--- src/common/dtc_pkg.sv ---
package dtc_pkg;
   // Register map, byte addresses
   localparam logic [7:0] DTC_CFG_ADDR  = 8'h00;
   localparam logic [7:0] DTC_STAT_ADDR = 8'h04;
   localparam logic [31:0] DTC_CFG_RST  = 32'h0000_0005;
   // Config field positions
   localparam int DTC_CWL_LSB  = 0;
   localparam int DTC_AL_LSB   = 4;
   localparam int DTC_NOM_LSB  = 9;
   localparam int DTC_WR_LSB   = 12;
   localparam int DTC_KEEP_BIT = 14;
   // Latency offsets in CK cycles
   localparam logic [5:0] DTC_ODTL_SUB = 6'h02;
   localparam logic [5:0] DTC_CWN4_ADD = 6'h04;
   localparam logic [5:0] DTC_CWN8_ADD = 6'h06;
   localparam int DTC_HIST = 32;
   // Asynchronous turn-on/off delay, ps, and its clk cycle window
   localparam int DTC_CLK_PS      = 10000;
   localparam int DTC_AONPD_MIN_PS = 2000;
   localparam int DTC_AONPD_MAX_PS = 8500;
   localparam int DTC_AONPD_MIN_CYC =
      ((DTC_AONPD_MIN_PS + DTC_CLK_PS - 1) / DTC_CLK_PS < 1) ? 1 :
      (DTC_AONPD_MIN_PS + DTC_CLK_PS - 1) / DTC_CLK_PS;
   localparam int DTC_AONPD_MAX_CYC =
      (DTC_AONPD_MAX_PS / DTC_CLK_PS < 1) ? 1 : DTC_AONPD_MAX_PS / DTC_CLK_PS;
   // Refresh cycle time, ps
   localparam int DTC_RFC_PS = 160000;
   localparam int DTC_NSYNC  = 6;

   typedef struct packed {
      logic [16:0] rsvd;
      logic        dll_keep;
      logic [1:0]  rtt_wr;
      logic [2:0]  rtt_nom;
      logic [4:0]  al;
      logic [3:0]  cwl;
   } dtc_cfg_t;

   typedef struct packed {
      logic ck;
      logic odt;
      logic cke;
      logic wr;
      logic bc4;
      logic refr;
   } dtc_pins_t;
endpackage

--- src/hdl/dtc_top.sv ---
// Our own choices: the plain strobed port and the address map.
`timescale 1ns/1ps
// Operation
// - Synchronous mode: termination on/off WL-2 CK cycles after ODT sampled.
// - Dynamic ODT: switch to write strength WL-2 cycles after a write.
// - Chop-4 write returns to nominal strength 4+off-latency cycles after write.
// - Length-8 write returns to nominal strength 6+off-latency cycles after write.
// - Turn-off and strength changes land half a CK cycle after counts.
// - Asynchronous mode in precharge power-down when DLL is frozen.
// - Asynchronous mode ignores additive latency.
// - Asynchronous response between 2 ns and 8.5 ns after ODT sampled; the code responds one 10 ns clk cycle after sampling.
// - ODT receiver stays active in power-down; no commands are taken there.
// - With DLL frozen, a transition period surrounds power-down entry.
// - Transition starts WL-1 cycles before first CKE low, start excluded.
// - Transition ends at the included end of the entry delay.
// - Refresh in progress stretches transition to the later refresh end.
// - Assertion in transition may take either sync or async turn-on timing.
// - Deassertion in transition may take either sync or async turn-off timing.
// - Dynamic switching active only when write strength bits are nonzero.
// - Nominal value from three nominal bits, write value from two bits.
// - Synchronous latencies use WL equal CAS write latency plus additive latency.
// - Termination enabled only if nominal or write bits nonzero.
module dtc_top
   import dtc_pkg::*;
#(
   parameter int CK_PS    = 80000,
   parameter int CPDED_CK = 1
)(
   input  wire logic        clk,
   input  wire logic        rst,
   input  wire logic        ck_pin,
   input  wire logic        odt_pin,
   input  wire logic        cke_pin,
   input  wire logic        wr_pin,
   input  wire logic        bc4_pin,
   input  wire logic        ref_pin,
   input  wire logic [7:0]  addr,
   input  wire logic [31:0] wdata,
   input  wire logic        wr_stb,
   input  wire logic        rd_stb,
   output logic      [31:0] rdata,
   output logic             term_on,
   output logic             wr_sel,
   output logic      [2:0]  rtt_code,
   output logic             async_mode,
   output logic             in_xition
);
   localparam int RFC_CK_I = (DTC_RFC_PS + CK_PS - 1) / CK_PS;
   localparam logic [5:0] RFC_CK = RFC_CK_I[5:0];
   localparam logic [5:0] CPDED  = CPDED_CK[5:0];

   dtc_cfg_t  cfg_ff;
   dtc_pins_t raw;
   dtc_pins_t s1_ff;
   dtc_pins_t s2_ff;
   logic                 ck_d_ff;
   logic                 cke_prev_ff;
   logic [DTC_HIST-1:0]  odt_sr_ff;
   logic [DTC_HIST-1:0]  wr_sr_ff;
   logic [DTC_HIST-1:0]  bc_sr_ff;
   logic                 off_pend_ff;
   logic                 cnw_pend_ff;
   logic                 cwn_pend_ff;
   logic [5:0]           rfc_cnt_ff;
   logic [5:0]           xcnt_ff;
   logic                 term_on_ff;
   logic                 wr_sel_ff;
   logic                 async_ff;
   logic                 xition_ff;
   logic [2:0]           code_ff;
   logic [31:0]          rdata_ff;
   logic                 rise;
   logic                 fall;
   logic                 en;
   logic                 dyn_en;
   logic                 wr_ok;
   logic                 on_now;
   logic [5:0]           wl;
   logic [5:0]           odtl;
   logic [4:0]           i_on;
   logic [4:0]           i_c4;
   logic [4:0]           i_c8;

   ////////////////////////////////////////////////////////////////////////////
   // Pin synchronisers; CK itself is sampled and its edges detected here
   assign raw = '{ck: ck_pin, odt: odt_pin, cke: cke_pin, wr: wr_pin,
                  bc4: bc4_pin, refr: ref_pin};

   genvar g;
   generate
      for (g = 0; g < DTC_NSYNC; g++) begin : g_sync
         always_ff @(posedge clk or posedge rst) begin
            if (rst) begin
               s1_ff[g] <= 1'b0;
               s2_ff[g] <= 1'b0;
            end else begin
               s1_ff[g] <= raw[g];
               s2_ff[g] <= s1_ff[g];
            end
         end
      end
   endgenerate

   always_ff @(posedge clk or posedge rst) begin
      if (rst) begin
         ck_d_ff <= 1'b0;
      end else begin
         ck_d_ff <= s2_ff.ck;
      end
   end

   assign rise = s2_ff.ck & ~ck_d_ff;
   assign fall = ~s2_ff.ck & ck_d_ff;

   ////////////////////////////////////////////////////////////////////////////
   // Mode decode and latencies
   assign en     = (cfg_ff.rtt_nom != 3'h0) || (cfg_ff.rtt_wr != 2'h0);
   assign dyn_en = cfg_ff.rtt_wr != 2'h0;
   assign wl     = 6'(cfg_ff.cwl) + 6'(cfg_ff.al);
   assign odtl   = wl - DTC_ODTL_SUB;
   assign i_on   = 5'(odtl - 6'h01);
   assign i_c4   = 5'(odtl + DTC_CWN4_ADD - 6'h01);
   assign i_c8   = 5'(odtl + DTC_CWN8_ADD - 6'h01);
   // Commands are not decoded while CKE is low
   assign wr_ok  = s2_ff.wr & s2_ff.cke;
   assign on_now = odt_sr_ff[i_on];

   ////////////////////////////////////////////////////////////////////////////
   // Register port
   always_ff @(posedge clk or posedge rst) begin
      if (rst) begin
         cfg_ff <= dtc_cfg_t'(DTC_CFG_RST);
      end else if (wr_stb && addr == DTC_CFG_ADDR) begin
         cfg_ff <= dtc_cfg_t'({17'h0_0000, wdata[14:0]});
      end
   end

   always_ff @(posedge clk or posedge rst) begin
      if (rst) begin
         rdata_ff <= 32'h0000_0000;
      end else if (rd_stb && addr == DTC_CFG_ADDR) begin
         rdata_ff <= 32'(cfg_ff);
      end else if (rd_stb && addr == DTC_STAT_ADDR) begin
         rdata_ff <= {25'h000_0000, code_ff, xition_ff, async_ff, wr_sel_ff, term_on_ff};
      end else begin
         rdata_ff <= 32'h0000_0000;
      end
   end

   ////////////////////////////////////////////////////////////////////////////
   // CK-cycle history of ODT and writes
   always_ff @(posedge clk or posedge rst) begin
      if (rst) begin
         odt_sr_ff <= '0;
         wr_sr_ff  <= '0;
         bc_sr_ff  <= '0;
      end else if (rise) begin
         odt_sr_ff <= {odt_sr_ff[DTC_HIST-2:0], s2_ff.odt};
         wr_sr_ff  <= {wr_sr_ff[DTC_HIST-2:0], wr_ok};
         bc_sr_ff  <= {bc_sr_ff[DTC_HIST-2:0], s2_ff.bc4};
      end
   end

   // Changes decided on a rising edge and applied on the next falling edge
   always_ff @(posedge clk or posedge rst) begin
      if (rst) begin
         off_pend_ff <= 1'b0;
         cnw_pend_ff <= 1'b0;
         cwn_pend_ff <= 1'b0;
      end else if (rise) begin
         off_pend_ff <= ~on_now;
         cnw_pend_ff <= wr_sr_ff[i_on];
         cwn_pend_ff <= (wr_sr_ff[i_c4] & bc_sr_ff[i_c4]) |
                        (wr_sr_ff[i_c8] & ~bc_sr_ff[i_c8]);
      end
   end

   ////////////////////////////////////////////////////////////////////////////
   // Power-down entry transition and asynchronous mode
   always_ff @(posedge clk or posedge rst) begin
      if (rst) begin
         rfc_cnt_ff <= 6'h00;
      end else if (rise && s2_ff.refr && s2_ff.cke) begin
         rfc_cnt_ff <= RFC_CK;
      end else if (rise && rfc_cnt_ff != 6'h00) begin
         rfc_cnt_ff <= rfc_cnt_ff - 6'h01;
      end
   end

   always_ff @(posedge clk or posedge rst) begin
      if (rst) begin
         cke_prev_ff <= 1'b1;
      end else if (rise) begin
         cke_prev_ff <= s2_ff.cke;
      end
   end

   // The lookback part before CKE low needs no logic: sync response stays legal there
   always_ff @(posedge clk or posedge rst) begin
      if (rst) begin
         xition_ff <= 1'b0;
         async_ff  <= 1'b0;
         xcnt_ff   <= 6'h00;
      end else if (rise) begin
         if (s2_ff.cke || cfg_ff.dll_keep) begin
            xition_ff <= 1'b0;
            async_ff  <= 1'b0;
         end else if (cke_prev_ff) begin
            xition_ff <= 1'b1;
            xcnt_ff   <= (rfc_cnt_ff > CPDED + 6'h01) ? rfc_cnt_ff - 6'h01 : CPDED;
         end else if (xition_ff) begin
            if (xcnt_ff <= 6'h01) begin
               xition_ff <= 1'b0;
               async_ff  <= 1'b1;
            end else begin
               xcnt_ff <= xcnt_ff - 6'h01;
            end
         end
      end
   end

   ////////////////////////////////////////////////////////////////////////////
   // Termination state; transition period keeps the synchronous response
   always_ff @(posedge clk or posedge rst) begin
      if (rst) begin
         term_on_ff <= 1'b0;
      end else if (!en) begin
         term_on_ff <= 1'b0;
      end else if (async_ff) begin
         // One clk stage after sampling fits the 1 to 1 clk cycle window
         term_on_ff <= s2_ff.odt;
      end else if (rise && on_now) begin
         term_on_ff <= 1'b1;
      end else if (fall && off_pend_ff) begin
         term_on_ff <= 1'b0;
      end
   end

   // A new write switch wins over a pending return to nominal
   always_ff @(posedge clk or posedge rst) begin
      if (rst) begin
         wr_sel_ff <= 1'b0;
      end else if (!dyn_en || async_ff) begin
         wr_sel_ff <= 1'b0;
      end else if (fall && cnw_pend_ff) begin
         wr_sel_ff <= 1'b1;
      end else if (fall && cwn_pend_ff) begin
         wr_sel_ff <= 1'b0;
      end
   end

   always_ff @(posedge clk or posedge rst) begin
      if (rst) begin
         code_ff <= 3'h0;
      end else begin
         code_ff <= wr_sel_ff ? {1'b0, cfg_ff.rtt_wr} : cfg_ff.rtt_nom;
      end
   end

   assign rdata      = rdata_ff;
   assign term_on    = term_on_ff;
   assign wr_sel     = wr_sel_ff;
   assign rtt_code   = code_ff;
   assign async_mode = async_ff;
   assign in_xition  = xition_ff;

   ////////////////////////////////////////////////////////////////////////////
   // Checks
   chk_term_disabled: assert property (@(posedge clk) disable iff (rst)
      !en |=> !term_on_ff) else $error("termination on while disabled");
   chk_sync_on: assert property (@(posedge clk) disable iff (rst)
      rise && on_now && en && !async_ff |=> term_on_ff) else $error("sync turn-on missed");
   chk_async_follow: assert property (@(posedge clk) disable iff (rst)
      async_ff && en && $stable(async_ff) |=> term_on_ff == $past(s2_ff.odt))
      else $error("async response not within one cycle");
   chk_cmd_gate: assert property (@(posedge clk) disable iff (rst)
      rise && !s2_ff.cke |=> !wr_sr_ff[0]) else $error("write taken in power-down");
   chk_dyn_off: assert property (@(posedge clk) disable iff (rst)
      !dyn_en |=> !wr_sel_ff) else $error("write strength without dynamic mode");
   chk_off_half: assert property (@(posedge clk) disable iff (rst)
      fall && off_pend_ff && !async_ff |=> !term_on_ff) else $error("turn-off missed");
   chk_cnw_switch: assert property (@(posedge clk) disable iff (rst)
      rise && wr_sr_ff[i_on] && dyn_en && !async_ff ##1 !async_ff[*6]
      |-> wr_sel_ff || !dyn_en) else $error("write strength switch late");
   chk_xition_entry: assert property (@(posedge clk) disable iff (rst)
      rise && cke_prev_ff && !s2_ff.cke && !cfg_ff.dll_keep |=> xition_ff)
      else $error("transition period not started");
   chk_async_cause: assert property (@(posedge clk) disable iff (rst)
      async_ff |-> !cfg_ff.dll_keep && !cke_prev_ff) else $error("async mode without cause");
endmodule // dtc_top

--- config.mk ---
export PLATFORM = sky130hd
export DESIGN_NAME = dtc_top
export DESIGN_NICKNAME = d
export VERILOG_FILES = /design/src/common/dtc_pkg.sv /design/src/hdl/dtc_top.sv
export SDC_FILE = /design/constraint.sdc
export NUM_CORES = 1
export LEC_CHECK = 0
export BUFFER_PORTS_ARGS = -buffer_cell sky130_fd_sc_hd__buf_2
export CORE_MARGIN = 3
export CORE_UTILIZATION = 35
export DETAILED_ROUTE_END_ITERATION = 16
export PLACE_DENSITY = 0.63
export SYNTH_ARGS = -nofsm -noshare
export SYNTH_HDL_FRONTEND = slang
export SYNTH_SLANG_ARGS = --single-unit
--- constraint.sdc ---
create_clock -name clk -period 12.7 [get_ports clk]
set_clock_uncertainty 0.2 [all_clocks]
set_input_delay 3.81 -clock clk [delete_from_list [all_inputs] [get_ports clk]]
set_output_delay 3.81 -clock clk [all_outputs]
set_load 0.005 [all_outputs]
==> results by group <==
Die
  – Initial core utilization: 36.1%
  – Core area: 0.0221 sq mm
  – Io pins: 89
  – Die Height: approximately 160 um
  – Chip width: 157 um
  – Die ar.: 0.0246 sq mm
  – Cell row count: 54

Outcome
  – Status: finished, final reports clean

Power
  – Leakage power: 4.44 nW
  – Part of the power in combinational logic: 19.1%
  – Sw Share: 29.3%
  – Psw: 0.000412 W
  – Peak supply drop: 0.0904 mV
  – Total Power: roughly 0.0014 W
  – Clock share of power: 36.8%
  – Power Dens Cells: 156 mW/mm^2
  – Int Power: approximately 0.00099 W
  – Sequential share of power: between 40% and 50%

Clock network
  – CTS tree: built
  – # resized after CTS: 0
  – Root Driver: clkbuf_16
  – Cts hold-fix bufs: 0
  – CTS Sinks: approximately 160
  – Setup bufs post-CTS: 0
  – Cts bufs inserted: 17
  – Clk_lat worst skew: around 420 ps
  – CTS Buffer Depth: 2
  – Clock-pin slew on the worst setup and hold paths: 60 ps
  – Htree depth: 4

Worst setup path
  – Worst path bufs/invs: 1
  – Worst setup SP type: input port
  – Data required time of the worst path: ~13,000 ps
  – Crit path max fanout: 15
  – CP max stage delay: 620 ps
  – Crit path DAT: 5790 ps
  – Top Family by Delay on Critical Path: simple AND/OR/NAND/NOR gates
  – Slowest cell on crit path: nand3b_1
  – Worst setup EP type: flip-flop
  – R2R Setup Slk: around 9000 ps
  – Critical path type: input port to flip-flop
  – CP Cell Sequence: buf_2 > or4_1 > nor4_1 > nand3b_1 > mux2_2

Yosys
  – Asr flop ratio synth: 100%
  – Number of synthesized flops with an enable pin: 0
  – Register area share after synthesis: around 50%
  – Most frequent cell after synthesis: nand2_1
  – Top cells by area, synth: dfrtp_1, nand2_1, mux4_2
  – #FFs+latches synth: 162
  – Synth Instances: about 800
  – Main synth FF type: dfrtp_1
  – Yosys top cell area share: 50.0%
  – Most frequent cells after synthesis: nand2_1, dfrtp_1, o21ai_0, inv_1, clkbuf_1
  – Mapped cell area: around 0.0080 sq mm
  – Dominant cell type by area after synthesis: dfrtp_1
  – Syn Area/Cell: 10.0 sq um
  – Yosys warning total: 0
  – Number of distinct library cells after synthesis: 50

GRT
  – Gr usage total: 13.7%
  – Vias in the first global route: 5,412
  – Initial antenna violation count: 0
  – Maximum number of pins on one net before global-route repair: around 110
  – First-pass GRT wire length: 27,300 um
  – Grt ovf: 0

STA
  – Total Neg Setup Slack: 0 ps
  – Fin. max-slew vios: 0
  – Min Clock Period, post-route: roughly 5700 ps
  – RSZ-0062 raised after global routing: no
  – Slew @ Worst Pin: 1060 ps
  – Setup violators final: 0
  – Final hold slack: about 150 ps
  – Rel. slew slack: 29.4%
  – Worst Slack Setup Final: 7010 ps
  – Max Freq: 176 MHz
  – Tcrit/Tclk final: between 40 and 50%
  – Final Hold Viols: 0

Route
  – Via count: about 5,500
  – Drt pass-1 iters: 4
  – Post-Route WL: 16,200 um
  – Routed len/inst: 14.3 um
  – Initial DRC Count: 396
  – Detail Route Antenna Nets: 0
  – DRC: 0
  – Vias per inst: 4.90

Placement
  – Port bufs: 54
  – GP Congestion: 0.798
  – Placed Area: 0.00839 sq mm
  – Post-DP HPWL: about 10,000 um
  – Setup WS pre-CTS: 6580 ps

Finish
  – NumNets Final: 898
  – Antenna Cells: 0
  – Post-route cell area: 0.00899 sq mm
  – Layout cells sized above 1: between 10% and 20%
  – P&R area growth vs syn: 12.9%

Worst hold path
  – Hold Crit Class: flip-flop to flip-flop

Run
  – Max-Cap Viols: 0
[power groups by stage]
stage	sequential, W	combinational, W	clock [W]
2_1_floorplan	0.000612	0.000222	0
3_3_place_gp	0.000627	0.000267	0
3_5_place_dp	0.000628	0.000271	0
4_1_cts	0.000620	0.000272	0.000530
5_1_grt	0.000629	0.000304	0.000551
6_report	0.000620	0.000269	0.000517
[final cells by class]
| cell class | count | area (sq um) |
|---|---|---|
| Clock buffer | 20 | 467 |
| Fill cell | 2133 | 13100 |
| Sequential cell | 162 | 4060 |
| Inverter | 31 | 121 |
| Timing Repair Buffer | 61 | 323 |
| Tap cell | 280 | 350 |
| Multi-Input combinational cell | 561 | 3540 |
| Clock inverter | 12 | 131 |
[flip-flops by register name, indices dropped and copies added, names as in the netlist, 3 cells and up]
signal      count
s1_ff           6
bc_sr_ff       32
rtt_code        3
xcnt_ff         6
cfg_ff         15
s2_ff           6
rdata          15
wr_sr_ff       32
odt_sr_ff      32
rfc_cnt_ff      6
[layer usage]
metal,up-vias,global-route usage [%],routed length (um)
met5,-,1.19,34
li1,2711,-,-
met2,103,20.6,7340
met3,16,3.26,601
met4,2,3.92,198
met1,2692,19.8,7980
[worst register-to-register path: stages, from the launching register on]
cell	delay, ps
dfrtp_1	400
inv_1	60
ha_1	270
inv_1	60
ha_1	160
inv_1	60
fa_1	590
xnor2_2	780
o221ai_1	330
o2111ai_1	210
nand3_1	110
o32ai_1	300
a21oi_1	100
[kinds of logic (layout without fill, tap and decap cells)]
logic type | after synthesis | count (layout) | share of synthesized area, %
compound gates | 84 | 84 | 6.99
xor+xnor | 16 | 16 | 2.39
mux | 62 | 62 | 12.7
buf+inv | 89 | 124 | 5.66
flops | 162 | 162 | 50.9
other cells | 1 | 17 | 0.0471
fa+ha+maj | 14 | 14 | 2.29
simple gates | 368 | 368 | 19.0
[path summary, 6_finish.rpt]
check,from,end,cells past startpoint
setup / recovery,addr[5],cfg_ff[13],5
setup reg to reg,cfg_ff[5],cwn_pend_ff,12
hold / removal,s1_ff[5],s2_ff[5],0
hold reg to reg,s1_ff[5],s2_ff[5],0
max in group asynchronous,rst,odt_sr_ff[21],3
min in group asynchronous,rst,in_xition,2
[layout by cell type, fill, tap and decap left out, drive strengths merged, types with 6 or more instances in the layout]
master   Yosys  layout
mux2i       16      16
nand3        6       6
nand2      298     298
mux2        19      19
mux4        27      27
clkbuf      31      20
o221ai       9       9
o21ai       33      33
a21oi        9       9
nor2        15      15
ha          13      13
xnor2        9       9
nand2b      10      10
inv         31      32
buf         27      61
dfrtp      159     159
o2111ai      7       7
conb         1      17
nor3         9       9
o32ai        7       7
and2        10      10
[through the flow]
| stage | cells | utilization (%) |
|---|---|---|
| 2_1_floorplan | 812 | - |
| 3_3_place_gp | 1095 | 38.0 |
| 3_5_place_dp | 1095 | 38.0 |
| 4_1_cts | 1127 | 40.7 |
| 5_1_grt | 1127 | 40.7 |
| 6_report | 1127 | 40.7 |
No activity file was read; power rests on OpenSTA's default activity.
